===== src/inc/smsb_map.svh =====
// register offsets, opcodes, signatures, field positions, reset values and timing counts
// assumes inclusion by bare name from the package and design files
`ifndef SMSB_MAP_SVH
`define SMSB_MAP_SVH

// apb byte offsets
`define SMSB_OFF_FEAT 8'h00
`define SMSB_OFF_SECCNT 8'h04
`define SMSB_OFF_CYL_LO 8'h08
`define SMSB_OFF_CYL_HI 8'h0c
`define SMSB_OFF_CMD 8'h10
`define SMSB_OFF_STATUS 8'h14
`define SMSB_OFF_ERROR 8'h18
`define SMSB_OFF_CFG 8'h1c
`define SMSB_OFF_IRQ_STAT 8'h20
`define SMSB_OFF_IRQ_MASK 8'h24
`define SMSB_OFF_ATTR 8'h28
`define SMSB_OFF_THR 8'h2c
`define SMSB_OFF_PWR 8'h30

// opcodes and subcommand signature
`define SMSB_OP_SMART 8'hb0
`define SMSB_OP_STBY_A 8'h96
`define SMSB_OP_STBY_B 8'he2
`define SMSB_OP_STBYI_A 8'h94
`define SMSB_OP_STBYI_B 8'he0
`define SMSB_FT_STATUS 8'hda
`define SMSB_FT_SAVE 8'hd3
`define SMSB_SIG_LO 8'h4f
`define SMSB_SIG_HI 8'hc2
`define SMSB_BAD_LO 8'hf4
`define SMSB_BAD_HI 8'h2c

// status and error bit positions
`define SMSB_ST_BSY 7
`define SMSB_ST_DRDY 6
`define SMSB_ST_ERR 0
`define SMSB_ER_ABRT 2

// config bits: monitor enable, monitor support, power mgmt support, drive ready
`define SMSB_CFG_SMART_EN 0
`define SMSB_CFG_SMART_SUP 1
`define SMSB_CFG_PM_SUP 2
`define SMSB_CFG_DRDY 3
`define SMSB_CFG_RST 4'he

// interrupt status bits
`define SMSB_IRQ_DONE 0
`define SMSB_IRQ_ABORT 1
`define SMSB_IRQ_TMR 2

// attribute storage
`define SMSB_ATTR_INIT 8'h64
`define SMSB_ATTR_LAST 3'h7

// standby timer unit, clock period and derived cycle count
`define SMSB_CLK_NS 5
`define SMSB_TICK_NS 5000
`define SMSB_TICK_CYC ((`SMSB_TICK_NS + `SMSB_CLK_NS - 1) / `SMSB_CLK_NS)

`endif


===== src/inc/smsb_pkg.sv =====
// types and opcode classifiers for the monitor and standby command block
// assumes smsb_map.svh on the include path
`include "smsb_map.svh"

package smsb_pkg;

	typedef enum logic [2:0] {
		SMSB_IDLE = 3'h0,
		SMSB_DEC = 3'h1,
		SMSB_SAVE = 3'h3,
		SMSB_CMP = 3'h2,
		SMSB_FIN = 3'h6
	} smsb_state_t;

	typedef enum logic [1:0] {
		SMSB_K_NONE = 2'h0,
		SMSB_K_STATUS = 2'h1,
		SMSB_K_SAVE = 2'h2,
		SMSB_K_STBY = 2'h3
	} smsb_kind_t;

	function automatic logic smsb_is_stby(input logic [7:0] op);
		return (op == `SMSB_OP_STBY_A) || (op == `SMSB_OP_STBY_B);
	endfunction : smsb_is_stby

	function automatic logic smsb_is_stbyi(input logic [7:0] op);
		return (op == `SMSB_OP_STBYI_A) || (op == `SMSB_OP_STBYI_B);
	endfunction : smsb_is_stbyi

endpackage : smsb_pkg


===== src/design/smsb_attr_store.sv =====
// attribute working values, thresholds and non-volatile copy with a save walker
// assumes single clock pclk; save_req is a one-cycle pulse from the command logic
`timescale 1ns/100ps
`default_nettype none
`include "smsb_map.svh"

module smsb_attr_store (
	// clock and reset
	input wire logic pclk,
	input wire logic presetn,
	// software updates
	input wire logic val_we,
	input wire logic thr_we,
	input wire logic [2:0] idx,
	input wire logic [7:0] data,
	// save and compare
	input wire logic save_req,
	output logic save_busy,
	output logic exceeded
);

	logic [7:0] work [8];
	logic [7:0] nv [8];
	logic [7:0] thr [8];
	logic [7:0] dirty;
	logic [2:0] ptr;
	logic [7:0] next_work [8];
	logic [7:0] next_nv [8];
	logic [7:0] next_thr [8];
	logic [7:0] next_dirty;
	logic [2:0] next_ptr;
	logic next_busy;
	logic [7:0] cur_work;

	assign cur_work = work[ptr];

	always_comb begin
		next_work = work;
		next_nv = nv;
		next_thr = thr;
		next_dirty = dirty;
		next_ptr = ptr;
		next_busy = save_busy;
		// one entry per cycle, whole table walked on every save
		if (save_busy) begin
			if (dirty[ptr]) begin
				next_nv[ptr] = work[ptr];
				next_dirty[ptr] = 1'b0;
			end
			next_ptr = 3'(ptr + 3'h1);
			if (ptr == `SMSB_ATTR_LAST) begin
				next_busy = 1'b0;
			end
		end else if (save_req) begin
			next_busy = 1'b1;
			next_ptr = 3'h0;
		end
		// a late update stays dirty for the next save
		if (val_we) begin
			next_work[idx] = data;
			next_dirty[idx] = 1'b1;
		end
		if (thr_we) begin
			next_thr[idx] = data;
		end
	end

	always_comb begin
		exceeded = 1'b0;
		for (int i = 0; i < 8; i++) begin
			// zero threshold marks an unused entry
			if (thr[i] != 8'h00 && nv[i] <= thr[i]) begin
				exceeded = 1'b1;
			end
		end
	end

	always_ff @(posedge pclk or negedge presetn) begin
		if (!presetn) begin
			for (int i = 0; i < 8; i++) begin
				work[i] <= `SMSB_ATTR_INIT;
				nv[i] <= `SMSB_ATTR_INIT;
				thr[i] <= 8'h00;
			end
			dirty <= 8'h00;
			ptr <= 3'h0;
			save_busy <= 1'b0;
		end else begin
			work <= next_work;
			nv <= next_nv;
			thr <= next_thr;
			dirty <= next_dirty;
			ptr <= next_ptr;
			save_busy <= next_busy;
		end
	end

	AST_SAVE_WALK: assert property (@(posedge pclk) disable iff (!presetn)
		$rose(save_busy) |-> save_busy [*8] ##1 !save_busy)
		else $error("save walk length wrong");

	AST_SAVE_COMMIT: assert property (@(posedge pclk) disable iff (!presetn)
		save_busy && dirty[ptr] |=> nv[$past(ptr)] == $past(cur_work))
		else $error("dirty attribute not committed");

endmodule : smsb_attr_store
`default_nettype wire


===== src/design/smsb_stby_timer.sv =====
// standby timer: period in units of a prescaled tick, restarted by command activity
// assumes load and restart are one-cycle pulses on pclk
`timescale 1ns/100ps
`default_nettype none
`include "smsb_map.svh"

module smsb_stby_timer #(
	parameter int TICK_CYCLES = `SMSB_TICK_CYC
) (
	// clock and reset
	input wire logic pclk,
	input wire logic presetn,
	// programming
	input wire logic load,
	input wire logic [7:0] period,
	input wire logic restart,
	// state and expiry
	output logic enabled,
	output logic [7:0] period_q,
	output logic expire
);

	logic [31:0] pre;
	logic [7:0] cnt;
	logic [31:0] next_pre;
	logic [7:0] next_cnt;
	logic [7:0] next_per;
	logic next_en;
	logic next_exp;

	always_comb begin
		next_pre = pre;
		next_cnt = cnt;
		next_per = period_q;
		next_en = enabled;
		next_exp = 1'b0;
		if (load) begin
			next_en = (period != 8'h00);
			next_per = period;
			next_cnt = period;
			next_pre = 32'h0;
		end else if (restart && enabled) begin
			next_cnt = period_q;
			next_pre = 32'h0;
		end else if (enabled && cnt != 8'h00) begin
			// stops at zero until command activity restarts it
			if (pre == 32'(TICK_CYCLES - 1)) begin
				next_pre = 32'h0;
				next_cnt = 8'(cnt - 8'h01);
				next_exp = (cnt == 8'h01);
			end else begin
				next_pre = 32'(pre + 32'h1);
			end
		end
	end

	always_ff @(posedge pclk or negedge presetn) begin
		if (!presetn) begin
			pre <= 32'h0;
			cnt <= 8'h00;
			period_q <= 8'h00;
			enabled <= 1'b0;
			expire <= 1'b0;
		end else begin
			pre <= next_pre;
			cnt <= next_cnt;
			period_q <= next_per;
			enabled <= next_en;
			expire <= next_exp;
		end
	end

	AST_TMR_ENABLE: assert property (@(posedge pclk) disable iff (!presetn)
		load && period != 8'h00 |=> enabled && period_q == $past(period))
		else $error("timer not enabled with period");

	AST_TMR_DISABLE: assert property (@(posedge pclk) disable iff (!presetn)
		load && period == 8'h00 |=> !enabled ##1 !expire)
		else $error("timer not disabled by zero count");

endmodule : smsb_stby_timer
`default_nettype wire


===== src/design/smsb_cmd.sv =====
// monitor and standby command interpreter with apb register file and interrupt
// assumes a single clock pclk; the host side is an apb master on the same clock
//
// Overview of operation
// - a status request with no threshold exceeded leaves cylinder low 4Fh and cylinder high C2h.
// - a status request with a threshold exceeded writes F4h to cylinder low and 2Ch to cylinder high.
// - a status request raises busy, commits updated attributes, then compares them to thresholds.
// - either monitor subcommand aborts when unsupported, disabled or given a bad signature.
// - a save request writes updated attributes at once, whatever the autosave timer holds.
// - a save runs busy, store, busy low, then interrupt, in that order.
// - opcodes 96h and E2h are standby with timer, the period taken from the sector count.
// - a non-zero sector count enables the standby timer with that period.
// - a zero sector count disables the standby timer.
// - standby sets busy, enters standby, clears busy and interrupts, possibly before the transition ends.
// - opcodes 94h and E0h are standby immediate with the same sequence and no operand.
// - without power management support both standby opcodes abort and power state is unchanged.
// - none of these commands has a data phase; completion is status bits and the interrupt.
//
// Added by the designer: the address map and register access over APB.
`timescale 1ns/100ps
`default_nettype none
`include "smsb_map.svh"

module smsb_cmd #(
	parameter int TICK_CYCLES = `SMSB_TICK_CYC
) (
	// clock and reset
	input wire logic pclk,
	input wire logic presetn,
	// apb slave
	input wire logic psel,
	input wire logic penable,
	input wire logic pwrite,
	input wire logic [7:0] paddr,
	input wire logic [31:0] pwdata,
	output logic [31:0] prdata,
	output logic pready,
	output logic pslverr,
	// device state
	output logic intrq,
	output logic dev_busy,
	output logic standby_mode
);

	smsb_pkg::smsb_state_t state;
	smsb_pkg::smsb_state_t next_state;
	smsb_pkg::smsb_kind_t kind;
	smsb_pkg::smsb_kind_t next_kind;
	logic [7:0] opc;
	logic [7:0] feat;
	logic [7:0] seccnt;
	logic [7:0] cyl_lo;
	logic [7:0] cyl_hi;
	logic err;
	logic abrt;
	logic [3:0] cfg;
	logic [2:0] irq_stat;
	logic [2:0] irq_mask;
	logic [7:0] next_opc;
	logic [7:0] next_feat;
	logic [7:0] next_seccnt;
	logic [7:0] next_cyl_lo;
	logic [7:0] next_cyl_hi;
	logic next_bsy;
	logic next_err;
	logic next_abrt;
	logic [3:0] next_cfg;
	logic [2:0] next_irq_stat;
	logic [2:0] next_irq_mask;
	logic next_standby;
	logic [2:0] ev;
	logic wr_acc;
	logic rd_acc;
	logic cmd_acc;
	logic is_smart;
	logic is_stby;
	logic is_stbyi;
	logic smart_bad;
	logic abort_now;
	logic save_req;
	logic save_busy;
	logic exceeded;
	logic tmr_load;
	logic tmr_en;
	logic tmr_exp;
	logic [7:0] tmr_per;
	logic [31:0] next_prdata;
	logic bad_q;
	logic next_bad;

	assign pready = 1'b1;
	assign pslverr = psel && penable && bad_q;
	assign wr_acc = psel && penable && pwrite;
	assign rd_acc = psel && penable && !pwrite;
	assign cmd_acc = wr_acc && paddr == `SMSB_OFF_CMD && !dev_busy;
	assign intrq = |(irq_stat & irq_mask);

	// opcode and signature decode
	assign is_smart = (opc == `SMSB_OP_SMART);
	assign is_stby = smsb_pkg::smsb_is_stby(opc);
	assign is_stbyi = smsb_pkg::smsb_is_stbyi(opc);
	assign smart_bad = !cfg[`SMSB_CFG_SMART_SUP] || !cfg[`SMSB_CFG_SMART_EN]
		|| cyl_lo != `SMSB_SIG_LO || cyl_hi != `SMSB_SIG_HI
		|| (feat != `SMSB_FT_STATUS && feat != `SMSB_FT_SAVE);
	// unknown opcodes abort as well
	assign abort_now = is_smart ? smart_bad
		: (is_stby || is_stbyi) ? !cfg[`SMSB_CFG_PM_SUP] : 1'b1;
	assign save_req = (state == smsb_pkg::SMSB_DEC) && is_smart && !abort_now;
	assign tmr_load = (state == smsb_pkg::SMSB_DEC) && is_stby && !abort_now;

	always_comb begin
		next_state = state;
		next_kind = kind;
		next_opc = opc;
		next_feat = feat;
		next_seccnt = seccnt;
		next_cyl_lo = cyl_lo;
		next_cyl_hi = cyl_hi;
		next_bsy = dev_busy;
		next_err = err;
		next_abrt = abrt;
		next_cfg = cfg;
		next_irq_mask = irq_mask;
		next_standby = standby_mode;
		ev = 3'h0;
		// host writes; command block is frozen while busy
		if (wr_acc) begin
			case (paddr)
				`SMSB_OFF_FEAT: begin
					if (!dev_busy) next_feat = pwdata[7:0];
				end
				`SMSB_OFF_SECCNT: begin
					if (!dev_busy) next_seccnt = pwdata[7:0];
				end
				`SMSB_OFF_CYL_LO: begin
					if (!dev_busy) next_cyl_lo = pwdata[7:0];
				end
				`SMSB_OFF_CYL_HI: begin
					if (!dev_busy) next_cyl_hi = pwdata[7:0];
				end
				`SMSB_OFF_CMD: begin
					if (!dev_busy) begin
						next_opc = pwdata[7:0];
						next_bsy = 1'b1;
						next_err = 1'b0;
						next_abrt = 1'b0;
						next_state = smsb_pkg::SMSB_DEC;
					end
				end
				`SMSB_OFF_CFG: next_cfg = pwdata[3:0];
				`SMSB_OFF_IRQ_MASK: next_irq_mask = pwdata[2:0];
				`SMSB_OFF_PWR: begin
					if (!pwdata[0]) next_standby = 1'b0;
				end
				default: ;
			endcase
		end
		// no data phase: every command ends in status bits and the interrupt
		case (state)
			smsb_pkg::SMSB_DEC: begin
				if (abort_now) begin
					next_err = 1'b1;
					next_abrt = 1'b1;
					next_bsy = 1'b0;
					next_state = smsb_pkg::SMSB_FIN;
				end else if (is_smart) begin
					next_kind = (feat == `SMSB_FT_STATUS) ? smsb_pkg::SMSB_K_STATUS : smsb_pkg::SMSB_K_SAVE;
					next_state = smsb_pkg::SMSB_SAVE;
				end else begin
					// done is signalled while the power transition may still run
					next_standby = 1'b1;
					next_kind = smsb_pkg::SMSB_K_STBY;
					next_bsy = 1'b0;
					next_state = smsb_pkg::SMSB_FIN;
				end
			end
			smsb_pkg::SMSB_SAVE: begin
				if (!save_busy) begin
					if (kind == smsb_pkg::SMSB_K_STATUS) begin
						next_state = smsb_pkg::SMSB_CMP;
					end else begin
						next_bsy = 1'b0;
						next_state = smsb_pkg::SMSB_FIN;
					end
				end
			end
			smsb_pkg::SMSB_CMP: begin
				next_cyl_lo = exceeded ? `SMSB_BAD_LO : `SMSB_SIG_LO;
				next_cyl_hi = exceeded ? `SMSB_BAD_HI : `SMSB_SIG_HI;
				next_bsy = 1'b0;
				next_state = smsb_pkg::SMSB_FIN;
			end
			smsb_pkg::SMSB_FIN: begin
				ev[`SMSB_IRQ_DONE] = 1'b1;
				ev[`SMSB_IRQ_ABORT] = err;
				next_kind = smsb_pkg::SMSB_K_NONE;
				if (!cmd_acc) next_state = smsb_pkg::SMSB_IDLE;
			end
			smsb_pkg::SMSB_IDLE: ;
			default: next_state = smsb_pkg::SMSB_IDLE;
		endcase
		// timer expiry beats a wake write in the same cycle
		if (tmr_exp) begin
			next_standby = 1'b1;
			ev[`SMSB_IRQ_TMR] = 1'b1;
		end
		// read clears, a new event in the same cycle survives
		next_irq_stat = irq_stat;
		if (rd_acc && paddr == `SMSB_OFF_IRQ_STAT) next_irq_stat = 3'h0;
		next_irq_stat = next_irq_stat | ev;
	end

	always_ff @(posedge pclk or negedge presetn) begin
		if (!presetn) begin
			state <= smsb_pkg::SMSB_IDLE;
			kind <= smsb_pkg::SMSB_K_NONE;
			opc <= 8'h00;
			feat <= 8'h00;
			seccnt <= 8'h00;
			cyl_lo <= 8'h00;
			cyl_hi <= 8'h00;
			dev_busy <= 1'b0;
			err <= 1'b0;
			abrt <= 1'b0;
			cfg <= `SMSB_CFG_RST;
			irq_stat <= 3'h0;
			irq_mask <= 3'h0;
			standby_mode <= 1'b0;
		end else begin
			state <= next_state;
			kind <= next_kind;
			opc <= next_opc;
			feat <= next_feat;
			seccnt <= next_seccnt;
			cyl_lo <= next_cyl_lo;
			cyl_hi <= next_cyl_hi;
			dev_busy <= next_bsy;
			err <= next_err;
			abrt <= next_abrt;
			cfg <= next_cfg;
			irq_stat <= next_irq_stat;
			irq_mask <= next_irq_mask;
			standby_mode <= next_standby;
		end
	end

	// read data is captured in the setup phase, so it comes from flip-flops
	always_comb begin
		next_prdata = prdata;
		next_bad = bad_q;
		if (psel && !penable) begin
			next_prdata = 32'h0;
			next_bad = 1'b0;
			case (paddr)
				`SMSB_OFF_FEAT: next_prdata[7:0] = feat;
				`SMSB_OFF_SECCNT: next_prdata[7:0] = seccnt;
				`SMSB_OFF_CYL_LO: next_prdata[7:0] = cyl_lo;
				`SMSB_OFF_CYL_HI: next_prdata[7:0] = cyl_hi;
				`SMSB_OFF_CMD: next_prdata[7:0] = opc;
				`SMSB_OFF_STATUS: begin
					next_prdata[`SMSB_ST_BSY] = dev_busy;
					next_prdata[`SMSB_ST_DRDY] = cfg[`SMSB_CFG_DRDY];
					next_prdata[`SMSB_ST_ERR] = err;
				end
				`SMSB_OFF_ERROR: next_prdata[`SMSB_ER_ABRT] = abrt;
				`SMSB_OFF_CFG: next_prdata[3:0] = cfg;
				`SMSB_OFF_IRQ_STAT: next_prdata[2:0] = next_irq_stat;
				`SMSB_OFF_IRQ_MASK: next_prdata[2:0] = irq_mask;
				`SMSB_OFF_ATTR: ;
				`SMSB_OFF_THR: ;
				`SMSB_OFF_PWR: next_prdata[15:0] = {tmr_per, 6'h00, tmr_en, standby_mode};
				default: next_bad = 1'b1;
			endcase
		end
	end

	always_ff @(posedge pclk or negedge presetn) begin
		if (!presetn) begin
			prdata <= 32'h0;
			bad_q <= 1'b0;
		end else begin
			prdata <= next_prdata;
			bad_q <= next_bad;
		end
	end

	smsb_attr_store u_store (
		.pclk(pclk),
		.presetn(presetn),
		.val_we(wr_acc && paddr == `SMSB_OFF_ATTR),
		.thr_we(wr_acc && paddr == `SMSB_OFF_THR),
		.idx(pwdata[2:0]),
		.data(pwdata[15:8]),
		.save_req(save_req),
		.save_busy(save_busy),
		.exceeded(exceeded)
	);

	smsb_stby_timer #(
		.TICK_CYCLES(TICK_CYCLES)
	) u_timer (
		.pclk(pclk),
		.presetn(presetn),
		.load(tmr_load),
		.period(seccnt),
		.restart(cmd_acc),
		.enabled(tmr_en),
		.period_q(tmr_per),
		.expire(tmr_exp)
	);

	AST_BSY_ON_CMD: assert property (@(posedge pclk) disable iff (!presetn)
		cmd_acc |=> dev_busy && state == smsb_pkg::SMSB_DEC)
		else $error("busy not raised on command");

	AST_STATUS_PASS: assert property (@(posedge pclk) disable iff (!presetn)
		state == smsb_pkg::SMSB_CMP && !exceeded |=> cyl_lo == `SMSB_SIG_LO && cyl_hi == `SMSB_SIG_HI)
		else $error("pass signature missing");

	AST_STATUS_FAIL: assert property (@(posedge pclk) disable iff (!presetn)
		state == smsb_pkg::SMSB_CMP && exceeded |=> cyl_lo == `SMSB_BAD_LO && cyl_hi == `SMSB_BAD_HI)
		else $error("fail signature missing");

	AST_ABORT: assert property (@(posedge pclk) disable iff (!presetn)
		state == smsb_pkg::SMSB_DEC && abort_now |=> err && abrt && !dev_busy ##1 irq_stat[`SMSB_IRQ_ABORT])
		else $error("abort not posted");

	AST_SAVE_FIRST: assert property (@(posedge pclk) disable iff (!presetn)
		save_req |=> save_busy && dev_busy && state == smsb_pkg::SMSB_SAVE)
		else $error("save not started at once");

	// a command taken in the done cycle may raise busy again as the bit lands
	AST_IRQ_AFTER_BSY: assert property (@(posedge pclk) disable iff (!presetn)
		$rose(irq_stat[`SMSB_IRQ_DONE]) |-> $past(state) == smsb_pkg::SMSB_FIN && $past(dev_busy) == 1'b0)
		else $error("interrupt before busy low");

	AST_STATUS_DONE: assert property (@(posedge pclk) disable iff (!presetn)
		state == smsb_pkg::SMSB_CMP |=> !dev_busy && state == smsb_pkg::SMSB_FIN ##1 irq_stat[`SMSB_IRQ_DONE])
		else $error("status completion wrong");

	AST_STBY_ENTER: assert property (@(posedge pclk) disable iff (!presetn)
		state == smsb_pkg::SMSB_DEC && !abort_now && !is_smart |=> standby_mode && !dev_busy)
		else $error("standby not entered");

	AST_STBY_NOPM: assert property (@(posedge pclk) disable iff (!presetn)
		state == smsb_pkg::SMSB_DEC && (is_stby || is_stbyi) && !cfg[`SMSB_CFG_PM_SUP] && !tmr_exp
		|=> standby_mode == $past(standby_mode) && abrt)
		else $error("power state changed without support");

endmodule : smsb_cmd
`default_nettype wire


===== config.mk =====
export PLATFORM = sky130hd
export DESIGN_NAME = smsb_cmd
export DESIGN_NICKNAME = d
export VERILOG_FILES = /design/src/inc/smsb_pkg.sv /design/src/design/smsb_attr_store.sv /design/src/design/smsb_stby_timer.sv /design/src/design/smsb_cmd.sv
export VERILOG_INCLUDE_DIRS = /design/src /design/src/inc
export SDC_FILE = /design/constraint.sdc
export NUM_CORES = 1
export LEC_CHECK = 0
export ABC_AREA = 1
export BUFFER_PORTS_ARGS = -buffer_cell sky130_fd_sc_hd__buf_2
export CORE_ASPECT_RATIO = 1.2
export CORE_MARGIN = 4
export CORE_UTILIZATION = 40
export CTS_CLUSTER_SIZE = 28
export DETAILED_ROUTE_END_ITERATION = 10
export GPL_TIMING_DRIVEN = 0
export PLACE_DENSITY_LB_ADDON = 0.3
export SYNTH_ARGS = -nofsm -noshare
export SYNTH_HDL_FRONTEND = slang
export SYNTH_SLANG_ARGS = --single-unit
export TNS_END_PERCENT = 5

===== constraint.sdc =====
create_clock -name pclk -period 2.3 [get_ports pclk]
set_clock_uncertainty 0.15 [all_clocks]
set_input_delay 0.23 -clock pclk [delete_from_list [all_inputs] [get_ports pclk]]
set_output_delay 0.23 -clock pclk [all_outputs]
set_load 0.03 [all_outputs]

==> results of run 1 <==
## repair_timing
| item | 4_1_cts | 5_1_grt |
|---|---|---|
| pin swaps | 2 | 3 |
| endpoints found under the setup margin | 115 | 163 |
| hold buffers | 23 | 0 |
| gates resized for setup | 21 | 68 |
| endpoints found under the hold margin | 280 | 0 |
| setup buffers | 2 | 5 |
## final timing paths
check / from / to / cells past startpoint
max: u_store.ptr[1]$_DFFE_PN0P_ / u_store.nv[20]$_DFFE_PN0P_ / 10
min in group asynchronous: presetn / prdata[1]$_DFFE_PN0P_ / 3
max in group asynchronous: presetn / u_store.work[50]$_DFFE_PN1P_ / 4
max reg2reg: u_store.ptr[1]$_DFFE_PN0P_ / u_store.nv[20]$_DFFE_PN0P_ / 10
min: penable / prdata[4]$_DFFE_PN0P_ / 4
min reg2reg: prdata[13]$_DFFE_PN0P_ / prdata[13]$_DFFE_PN0P_ / 2
## kinds of logic after synthesis
group	count (synthesis)	synth area share
buffers and inverters	354	0.0842
adder cells (fa/ha/maj)	70	0.0511
other	2	0.000438
XOR/XNOR	35	0.0179
flip-flops	330	0.485
AND/OR/NAND/NOR	907	0.228
AO/OA/AOI/OAI	415	0.134
## stage by stage
stage,worst slack (ns),hold slack [ns],TNS [ns],total power (uW)
6_report,0.0299,0.0413,0,12700
5_1_grt,-0.0906,0.0559,-1.31,13200
4_1_cts,-0.00301,0.00111,-0.00424,12800
3_5_place_dp,-0.268,-0.0331,-23.00,6800
3_3_place_gp,-5.42,0.304,-1693.01,6760
2_1_floorplan,0.385,-0.216,0,6450
## state kept, by name (all words and copies together) (netlist names), 2 cells and up
register and count:
u_store.thr 64, u_timer.pre 32, u_timer.cnt 8, seccnt 8, u_store.work 64, cyl_hi 8
cyl_lo 8, u_store.dirty 8, u_store.ptr 3, cfg 4, irq_stat 3, prdata 16
feat 8, irq_mask 3, state 3, u_store.nv 64, u_timer.period_q 8, opc 8
kind 2
## cells in the mapped netlist (33+ instances only)
master    number  area share
nor3_1        60       0.018
dfstp_2       51       0.078
clkbuf_1      36      0.0079
inv_1        255       0.056
a21oi_1       47       0.014
dfrtp_1      279        0.41
nor2_1        80       0.018
nand4_1       54       0.020
nand3_1       77       0.022
xor2_1        33       0.017
o21ai_1       50       0.015
nand2_1      596        0.13
ha_1          70       0.051
o21ai_0      242       0.071
## cell type report
class                      instances  share of cell area
buffer                            82              0.0233
clock buffer                      57              0.0549
multi-input combinational       1444               0.382
clock inverter                     8             0.00612
sequential                       330               0.415
timing repair buffer              80              0.0316
tap                              546              0.0341
inverter                         272              0.0526
## power by group through the flow
stage                     Clock [uW]  Combinational (uW)  Sequential (uW)
after floorplan                    0                 324             6130
after global placement             0                 612             6150
after detailed placement           0                 643             6150
after CTS                       6100                 685             6050
after global routing            6310                 778             6070
final                           5960                 688             6060
## critical path: cells and delay by family (launching register included)
kind                   cells  cell delay (ns)
AND/OR/NAND/NOR            5             0.69
buffers and inverters      4             0.77
AO/OA/AOI/OAI              1             0.05
flip-flops                 1             0.45
## per-layer routing
metal / wire, um / up-vias / global-route usage
li1: - / 7190 / -
met5: 0 / - / 0
met1: 20600 / 7169 / 0.266
met2: 24700 / 395 / 0.372
met3: 2240 / 97 / 0.0308
met4: 1710 / 0 / 0.0643
==> out/metrics.cfg, run 1 <==
[yosys]
seq_area_frac_synth = 0.485
avgSynthCellArea_sq_um = 8.12
synth-edff-count = 0
synth_top_flop_cell = dfrtp_1
synthDistinctLibCells = 51
yosysWarnings = 0
syn_area_sq_um = 17200
async_flop_share = 1.00
syn_inst = 2113
synth_seq_cells = 330

[cts]
clk_path_buf_depth = 3
insertion_delay_ns = 0.55
root_buffer = clkbuf_16
path_clk_slew_ns = 0.06
cts_buffers = 36
htree_levels = 2
cts_tree = done
numClockSinks = 330

[worst_setup_path]
cp-end-kind = flop
crit_path_top_delay_cell = dfrtp_1
arrival_ns = 2.53
cpPeakStageDelay_ns = 0.45
crit_type = reg2reg
cp_common_cell = nand2_1
r2r_slack_ns = 0.03
required_ns = 2.56
startpoint_type = flop
crit_chain = inv_2 -> nand3_1 -> inv_4 -> nand2_1 -> nand4_4 -> buf_12 -> nand3_4 -> clkbuf_4 -> nand2_1 -> o21ai_1
path_max_fanout = 10

[cells_and_area]
layout_commonest_cell = nand2_1
mostFrequentLayoutCells = nand2_1 (590), dfrtp_1 (278), inv_1 (248)
seqCellArea_sq_um = 8320
multi_input_area_sq_um = 7650
final_cells = 2819
fin_nets = 2361
num_antenna_cells = 0
drive_above_1_share = 0.130
area_growth_pct = 16.8
design_area_sq_um = 20000
post-route-util = 0.476
fillCellCount = 4102

[timing]
setup_viol = 0
fmax_mhz = 441
slew_headroom = 0.378
finalCritPeriodShare = 0.987
tightest_slew_ns = 0.932
drv_slew = 0
period_needed_ns = 2.27
hold_viol_final = 0
rsz0062_at_grt = yes

[global_route]
grt_usage = 0.211
overflow = 0
grt_max_degree = 109
grt_first_pass_wirelength_mm = 79.3
first_global_vias = 14900
antenna_found_initial = 0

[power]
power_density_nw_per_um2 = 634
net-switching-power_uw = 3040
pwr-share-seq = 0.477
p_int_uw = 9680
leakagePower_uw = 0.00929
vdd_ir_drop_max_mv = 0.568
swShare = 0.239
p_comb_frac = 0.054
p_clk_frac = 0.469

[worst_hold_path]
worstHoldPathType = in2reg

[floorplan]
die_h_um = 235
chipWidth_um = 197
rows = 82
core_sq_um = 42100
start_util = 0.408
ioPinCount = 82
dieArea_sq_um = 46300

[route]
firstDrtPassIters = 5
finalWirelength_mm = 49.3
drtIter0Drc = 1049
via_per_inst = 5.27
num_vias = 14900
ant_nets = 0
post_drt_wl_per_cell_um = 17.5
remaining_drc_errors = 0

[placed_design]
gp_congestion = 0.954
place_inst = 2724
hpwl_mm = 35.1
placed_area_sq_um = 18200
io_buffers = 47

[run_status]
status = finished, final reports clean

[job]
max_cap_viol_count = 0

Power figures use the tool's default switching activity.
==> run 2, diff against run 1 <==
- clock period: 2.3 -> 2.2 ns (I/O delays scaled with it)
==> run 2 against run 1 <==
Effect of this change: die area unchanged; setup slack better by 0.032 ns; via count up 1.2%; critical path type unchanged; critical endpoint is now u_store.nv[44]$_DFFE_PN0P_; largest cell class unchanged; highest routed layer unchanged.
==> out/metrics.cfg, run 2 (synthesized netlist as in run 1, its figures left out) <==
[worst_setup_path]
r2r_cells = 8  ; -2
startpoint_type = flop
required_ns = 2.45  ; -0.11 ns
cp-end-kind = flop
crit_type = reg2reg
crit_path_top_delay_cell = dfrtp_2
crit_chain = inv_2 -> nand3_1 -> inv_4 -> a22o_1 -> a21oi_1 -> nand4_1 -> inv_1 -> o21ai_0
path_max_fanout = 9  ; -1
r2r_slack_ns = 0.06  ; +0.03 ns
cpPeakStageDelay_ns = 0.43  ; -0.02 ns
arrival_ns = 2.39  ; -0.14 ns

[power]
vdd_ir_drop_max_mv = 0.592  ; +4.2%
power.total_uw = 13300  ; +4.5%
p_clk_frac = 0.468  ; about the same
p_comb_frac = 0.054  ; about the same
pwr-share-seq = 0.477  ; about the same
leakagePower_uw = 0.00941  ; +1.2%
net-switching-power_uw = 3170  ; +4.4%
power_density_nw_per_um2 = 655  ; +3.2%
swShare = 0.239  ; -0.000281
p_int_uw = 10100  ; +4.6%

[global_route]
antenna_found_initial = 0  ; unchanged
first_global_vias = 14900  ; +0.094%
grt_first_pass_wirelength_mm = 79.3  ; about the same
grt_max_degree = 109  ; unchanged
grt_usage = 0.211  ; about the same
overflow = 0  ; unchanged

[floorplan]
ioPinCount = 82  ; unchanged
chipWidth_um = 197  ; unchanged
core_sq_um = 42100  ; unchanged
die_h_um = 235  ; unchanged
rows = 82  ; unchanged
start_util = 0.408  ; unchanged
dieArea_sq_um = 46300  ; unchanged

[route]
firstDrtPassIters = 5  ; unchanged
post_drt_wl_per_cell_um = 17.5  ; about the same
drtIter0Drc = 1050  ; +0.095%
ant_nets = 0  ; unchanged
remaining_drc_errors = 0  ; unchanged
num_vias = 15000  ; +1.2%
via_per_inst = 5.31  ; +0.74%
finalWirelength_mm = 49.5  ; +0.55%

[timing]
period_needed_ns = 2.14  ; -0.132 ns
rsz0062_at_grt = yes
fin_setup_tns_ns = 0  ; unchanged
finalCritPeriodShare = 0.972  ; -0.0151
drv_slew = 0  ; unchanged
hold_viol_final = 0  ; unchanged
fmax_mhz = 468  ; +6.2%
setup_viol = 0  ; unchanged
slew_headroom = 0.336  ; -0.0424
tightest_slew_ns = 0.996  ; +0.0636 ns

[cells_and_area]
mostFrequentLayoutCells = nand2_1 (584), dfrtp_1 (275), inv_1 (246)
num_antenna_cells = 0  ; unchanged
final_cells = 2832  ; +0.46%
top_regs = u_store.nv: 64 flops, u_store.thr: 64 flops, u_store.work: 64 flops
design_area_sq_um = 20300  ; +1.3%
post-route-util = 0.483  ; +0.00622
drive_above_1_share = 0.144  ; +0.0137
layout_commonest_cell = nand2_1
fin_nets = 2374  ; +0.55%
fillCellCount = 4072  ; -0.73%
area_growth_pct = 18.4

[cts]
clk_path_buf_depth = 3  ; unchanged
root_buffer = clkbuf_16
cts_tree = done
insertion_delay_ns = 0.55  ; about the same
cts_buffers = 36  ; unchanged
path_clk_slew_ns = 0.06  ; about the same
htree_levels = 2  ; unchanged
numClockSinks = 330  ; unchanged

[run_status]
status = finished, final reports clean

[placed_design]
gp_congestion = 0.954  ; unchanged
io_buffers = 47  ; unchanged
hpwl_mm = 35.1  ; unchanged
place_inst = 2724  ; unchanged
placed_area_sq_um = 18200  ; unchanged

[job]
max_cap_viol_count = 0  ; unchanged

[worst_hold_path]
worstHoldPathType = in2reg
min_path_cells = 4  ; unchanged

[run 2: cell count changes in the layout (fill, tap and decap cells not counted), sizes merged]
cell	previous run	this run
nand2	598	599
clkinvlp	8	7
clkinv	5	7
clkbuf	94	92
buf	103	117
inv	265	264
[run 2: path summary, 6_finish.rpt]
check	start	endpoint
min reg2reg	u_store.nv[22]$_DFFE_PN1P_	u_store.nv[22]$_DFFE_PN1P_
max reg2reg	u_store.ptr[2]$_DFFE_PN0P_	u_store.nv[44]$_DFFE_PN0P_
min in group asynchronous	presetn	prdata[1]$_DFFE_PN0P_
min	psel	bad_q$_DFFE_PN0P_
max in group asynchronous	presetn	u_store.work[10]$_DFFE_PN1P_
max	u_store.ptr[2]$_DFFE_PN0P_	u_store.nv[44]$_DFFE_PN0P_
[run 2: routing by layer]
metal	vias up	part of all wire	GRT usage
li1	7224	-	-
met1	7254	0.41	0.267
met2	445	0.50	0.371
met3	107	0.050	0.0305
met4	0	0.037	0.0664
met5	-	0	0
[run 2: power by group through the flow]
stage | Clock [uW] | Combinational [uW] | Sequential (uW)
floorplan | 0 | 339 | 6410
global placement | 0 | 640 | 6430
detailed placement | 0 | 672 | 6430
CTS | 6380 | 719 | 6330
global route | 6600 | 816 | 6350
finish | 6220 | 722 | 6340
[run 2: metrics by stage]
stage	worst slack, ns	hold slack, ns
after floorplan	0.285	-0.226
after global placement	-5.51	0.294
after detailed placement	-0.368	-0.0431
after CTS	-0.0214	0.0117
after global routing	-0.0704	0.0291
final	0.0618	0.0303
[run 2: area by class of cell]
class / instances / area [sq um] / share of cell area
Buffer: 82 / 518 / 0.0255
Clock buffer: 57 / 1100 / 0.0542
Clock inverter: 8 / 123 / 0.00604
Inverter: 272 / 1070 / 0.0526
Multi-Input combinational cell: 1445 / 7740 / 0.381
Sequential cell: 330 / 8330 / 0.410
Tap cell: 546 / 683 / 0.0337
Timing Repair Buffer: 92 / 741 / 0.0365
[run 2: what timing repair did]
action / CTS / global route
hold endpoints to repair: 285 / 0
pin swaps: 3 / 13
cloned: 0 / 2
buffers inserted: 2 / 16
endpoints found under the setup margin: 136 / 202
gates resized for setup: 51 / 86
hold buffers: 23 / 0
[run 2: worst max-delay path: cells and delay by family, from the launching register on]
kind                   cells  cell delay, ns
AOI/OAI and AO/OA          3            0.51
buffers and inverters      3            0.60
DFF                        1            0.43
and+or+nand+nor            2            0.28
==> run 3, diff against run 2 <==
- RECOVER_POWER: not set -> 25
==> run 3 against run 2 <==
Effect of this change: first-iteration DRC count increased by 0.29%; cell count is the same; register-to-register slack about the same; non-clock buffer count unchanged; sequential cell count unchanged; hold slack hardly changed; setup slack about the same; combinational power is 1% lower; core utilization decreased by 0.089 points; global-route usage stayed put; clock-buffer cell count unchanged; critical path type unchanged; largest power group unchanged; highest routed layer unchanged.
==> out/metrics.cfg, run 3 (synthesized netlist as in run 1, its figures left out) <==
[run_status]
status = finished, final reports clean

[worst_setup_path]
crit_type = reg2reg
r2r_slack_ns = 0.06  ; about the same
crit-reg2reg-launch = u_store.ptr[2]$_DFFE_PN0P_
cp-end-kind = flop
arrival_ns = 2.39  ; about the same
r2r_cells = 8  ; unchanged
critPathLaunch = u_store.ptr[2]$_DFFE_PN0P_
path_max_fanout = 9  ; unchanged
startpoint_type = flop
r2r-end = u_store.nv[44]$_DFFE_PN0P_
required_ns = 2.45  ; about the same

[cells_and_area]
layout_commonest_cell = nand2_1
num_antenna_cells = 0  ; unchanged
mostFrequentLayoutCells = nand2_1 (584), dfrtp_1 (275), inv_1 (246)
top_regs = u_store.nv: 64 flops, u_store.thr: 64 flops, u_store.work: 64 flops
drive_above_1_share = 0.143  ; -0.000437
area_growth_pct = 18.1
final_cells = 2832  ; unchanged
fin_nets = 2374  ; unchanged

[route]
ant_nets = 0  ; unchanged
via_per_inst = 5.31  ; about the same
post_drt_wl_per_cell_um = 17.5  ; about the same
finalWirelength_mm = 49.6  ; about the same
firstDrtPassIters = 5  ; unchanged
num_vias = 15000  ; +0.013%
drtIter0Drc = 1053  ; +0.29%
remaining_drc_errors = 0  ; unchanged

[timing]
rsz0062_at_grt = yes
tightest_slew_ns = 1.41  ; +0.416 ns
fin_setup_tns_ns = 0  ; unchanged
setup_ws_ns = 0.0618  ; -0.00000620 ns
drv_slew = 0  ; unchanged
hold_viol_final = 0  ; unchanged
finalCritPeriodShare = 0.972  ; about the same
fmax_mhz = 468  ; about the same
setup_viol = 0  ; unchanged
slew_headroom = 0.0585  ; -0.277
period_needed_ns = 2.14  ; +0.00000620 ns

[cts]
clk_path_buf_depth = 3  ; unchanged
numClockSinks = 330  ; unchanged
htree_levels = 2  ; unchanged
cts_buffers = 36  ; unchanged
insertion_delay_ns = 0.55  ; about the same
path_clk_slew_ns = 0.06  ; about the same
root_buffer = clkbuf_16
cts_tree = done

[worst_hold_path]
min_from = psel
worstHoldPathType = in2reg
min_path_cells = 4  ; unchanged
hold_end = bad_q$_DFFE_PN0P_

[job]
max_cap_viol_count = 0  ; unchanged

[global_route]
grt_first_pass_wirelength_mm = 79.3  ; unchanged
overflow = 0  ; unchanged
first_global_vias = 14900  ; unchanged
grt_max_degree = 109  ; unchanged
antenna_found_initial = 0  ; unchanged
grt_usage = 0.211  ; unchanged

[power]
power.total_uw = 13300  ; about the same
power_density_nw_per_um2 = 655  ; +0.13%
leakagePower_uw = 0.00940  ; about the same
vdd_ir_drop_max_mv = 0.589  ; -0.47%

[floorplan]
chipWidth_um = 197  ; unchanged
start_util = 0.408  ; unchanged
core_sq_um = 42100  ; unchanged
ioPinCount = 82  ; unchanged
die_h_um = 235  ; unchanged
rows = 82  ; unchanged
dieArea_sq_um = 46300  ; unchanged

[placed_design]
place_inst = 2724  ; unchanged
dp_slack_ns = -0.368  ; unchanged
gp_congestion = 0.954  ; unchanged
hpwl_mm = 35.1  ; unchanged
io_buffers = 47  ; unchanged

## run 3: per-layer routing
metal / track usage / vias up / share of wire
met2: 0.371 / 455 / 0.50
met4: 0.0664 / 0 / 0.038
met3: 0.0305 / 113 / 0.051
li1: - / 7221 / -
met1: 0.267 / 7243 / 0.41
met5: 0 / - / 0
## run 3: where the power goes
| group | switching [uW] | total (uW) | internal, uW |
|---|---|---|---|
| combinational | 507 | 713 | 206 |
| clock | 2530 | 6230 | 3690 |
| sequential | 130 | 6340 | 6210 |
## run 3: critical path, cell delays in order, from the launching register on
cell and delay, ns:
dfrtp_2 0.43, inv_2 0.07, nand3_1 0.19, inv_4 0.12
a22o_1 0.22, a21oi_1 0.14, nand4_1 0.09, inv_1 0.41
o21ai_0 0.15
## run 3: timing repair
action                                  in CTS  in global routing
gates resized for setup                     51                 86
pin swaps                                    3                 13
endpoints found under the setup margin     136                202
setup buffers                                2                 16
cloned                                       0                  2
hold buffers                                23                  0
endpoints found under the hold margin      285                  0
## run 3: worst max-delay path by stage
stage                                  endpoint  slack [ns]  cells past startpoint
global placement    u_store.work[1]$_DFFE_PN0P_       -5.51                      1
floorplan            u_timer.cnt[7]$_DFFE_PN0P_        0.29                     10
detailed placement  u_timer.pre[13]$_DFFE_PN0P_       -0.37                     11
CTS                  u_store.nv[33]$_DFFE_PN0P_       -0.02                     11
finish               u_store.nv[44]$_DFFE_PN0P_        0.06                      8
global route        u_store.thr[15]$_DFFE_PN0P_       -0.07                      8
## run 3: layout make-up
cell class	instances	area, sq um
Clock inverter	8	123
Fill cell	4077	21800
Timing Repair Buffer	92	703
Sequential cell	330	8330
Buffer	82	518
Multi-Input combinational cell	1445	7740
Tap cell	546	683
Inverter	272	1070
Clock buffer	57	1100
## run 3: stage by stage
step	hold slack [ns]	area, sq um	util
after floorplan	-0.226	17200	-
after global placement	0.294	18100	0.431
after detailed placement	-0.0431	18200	0.433
after CTS	0.0117	19900	0.472
after global routing	0.0291	20300	0.482
final	0.0303	20300	0.482
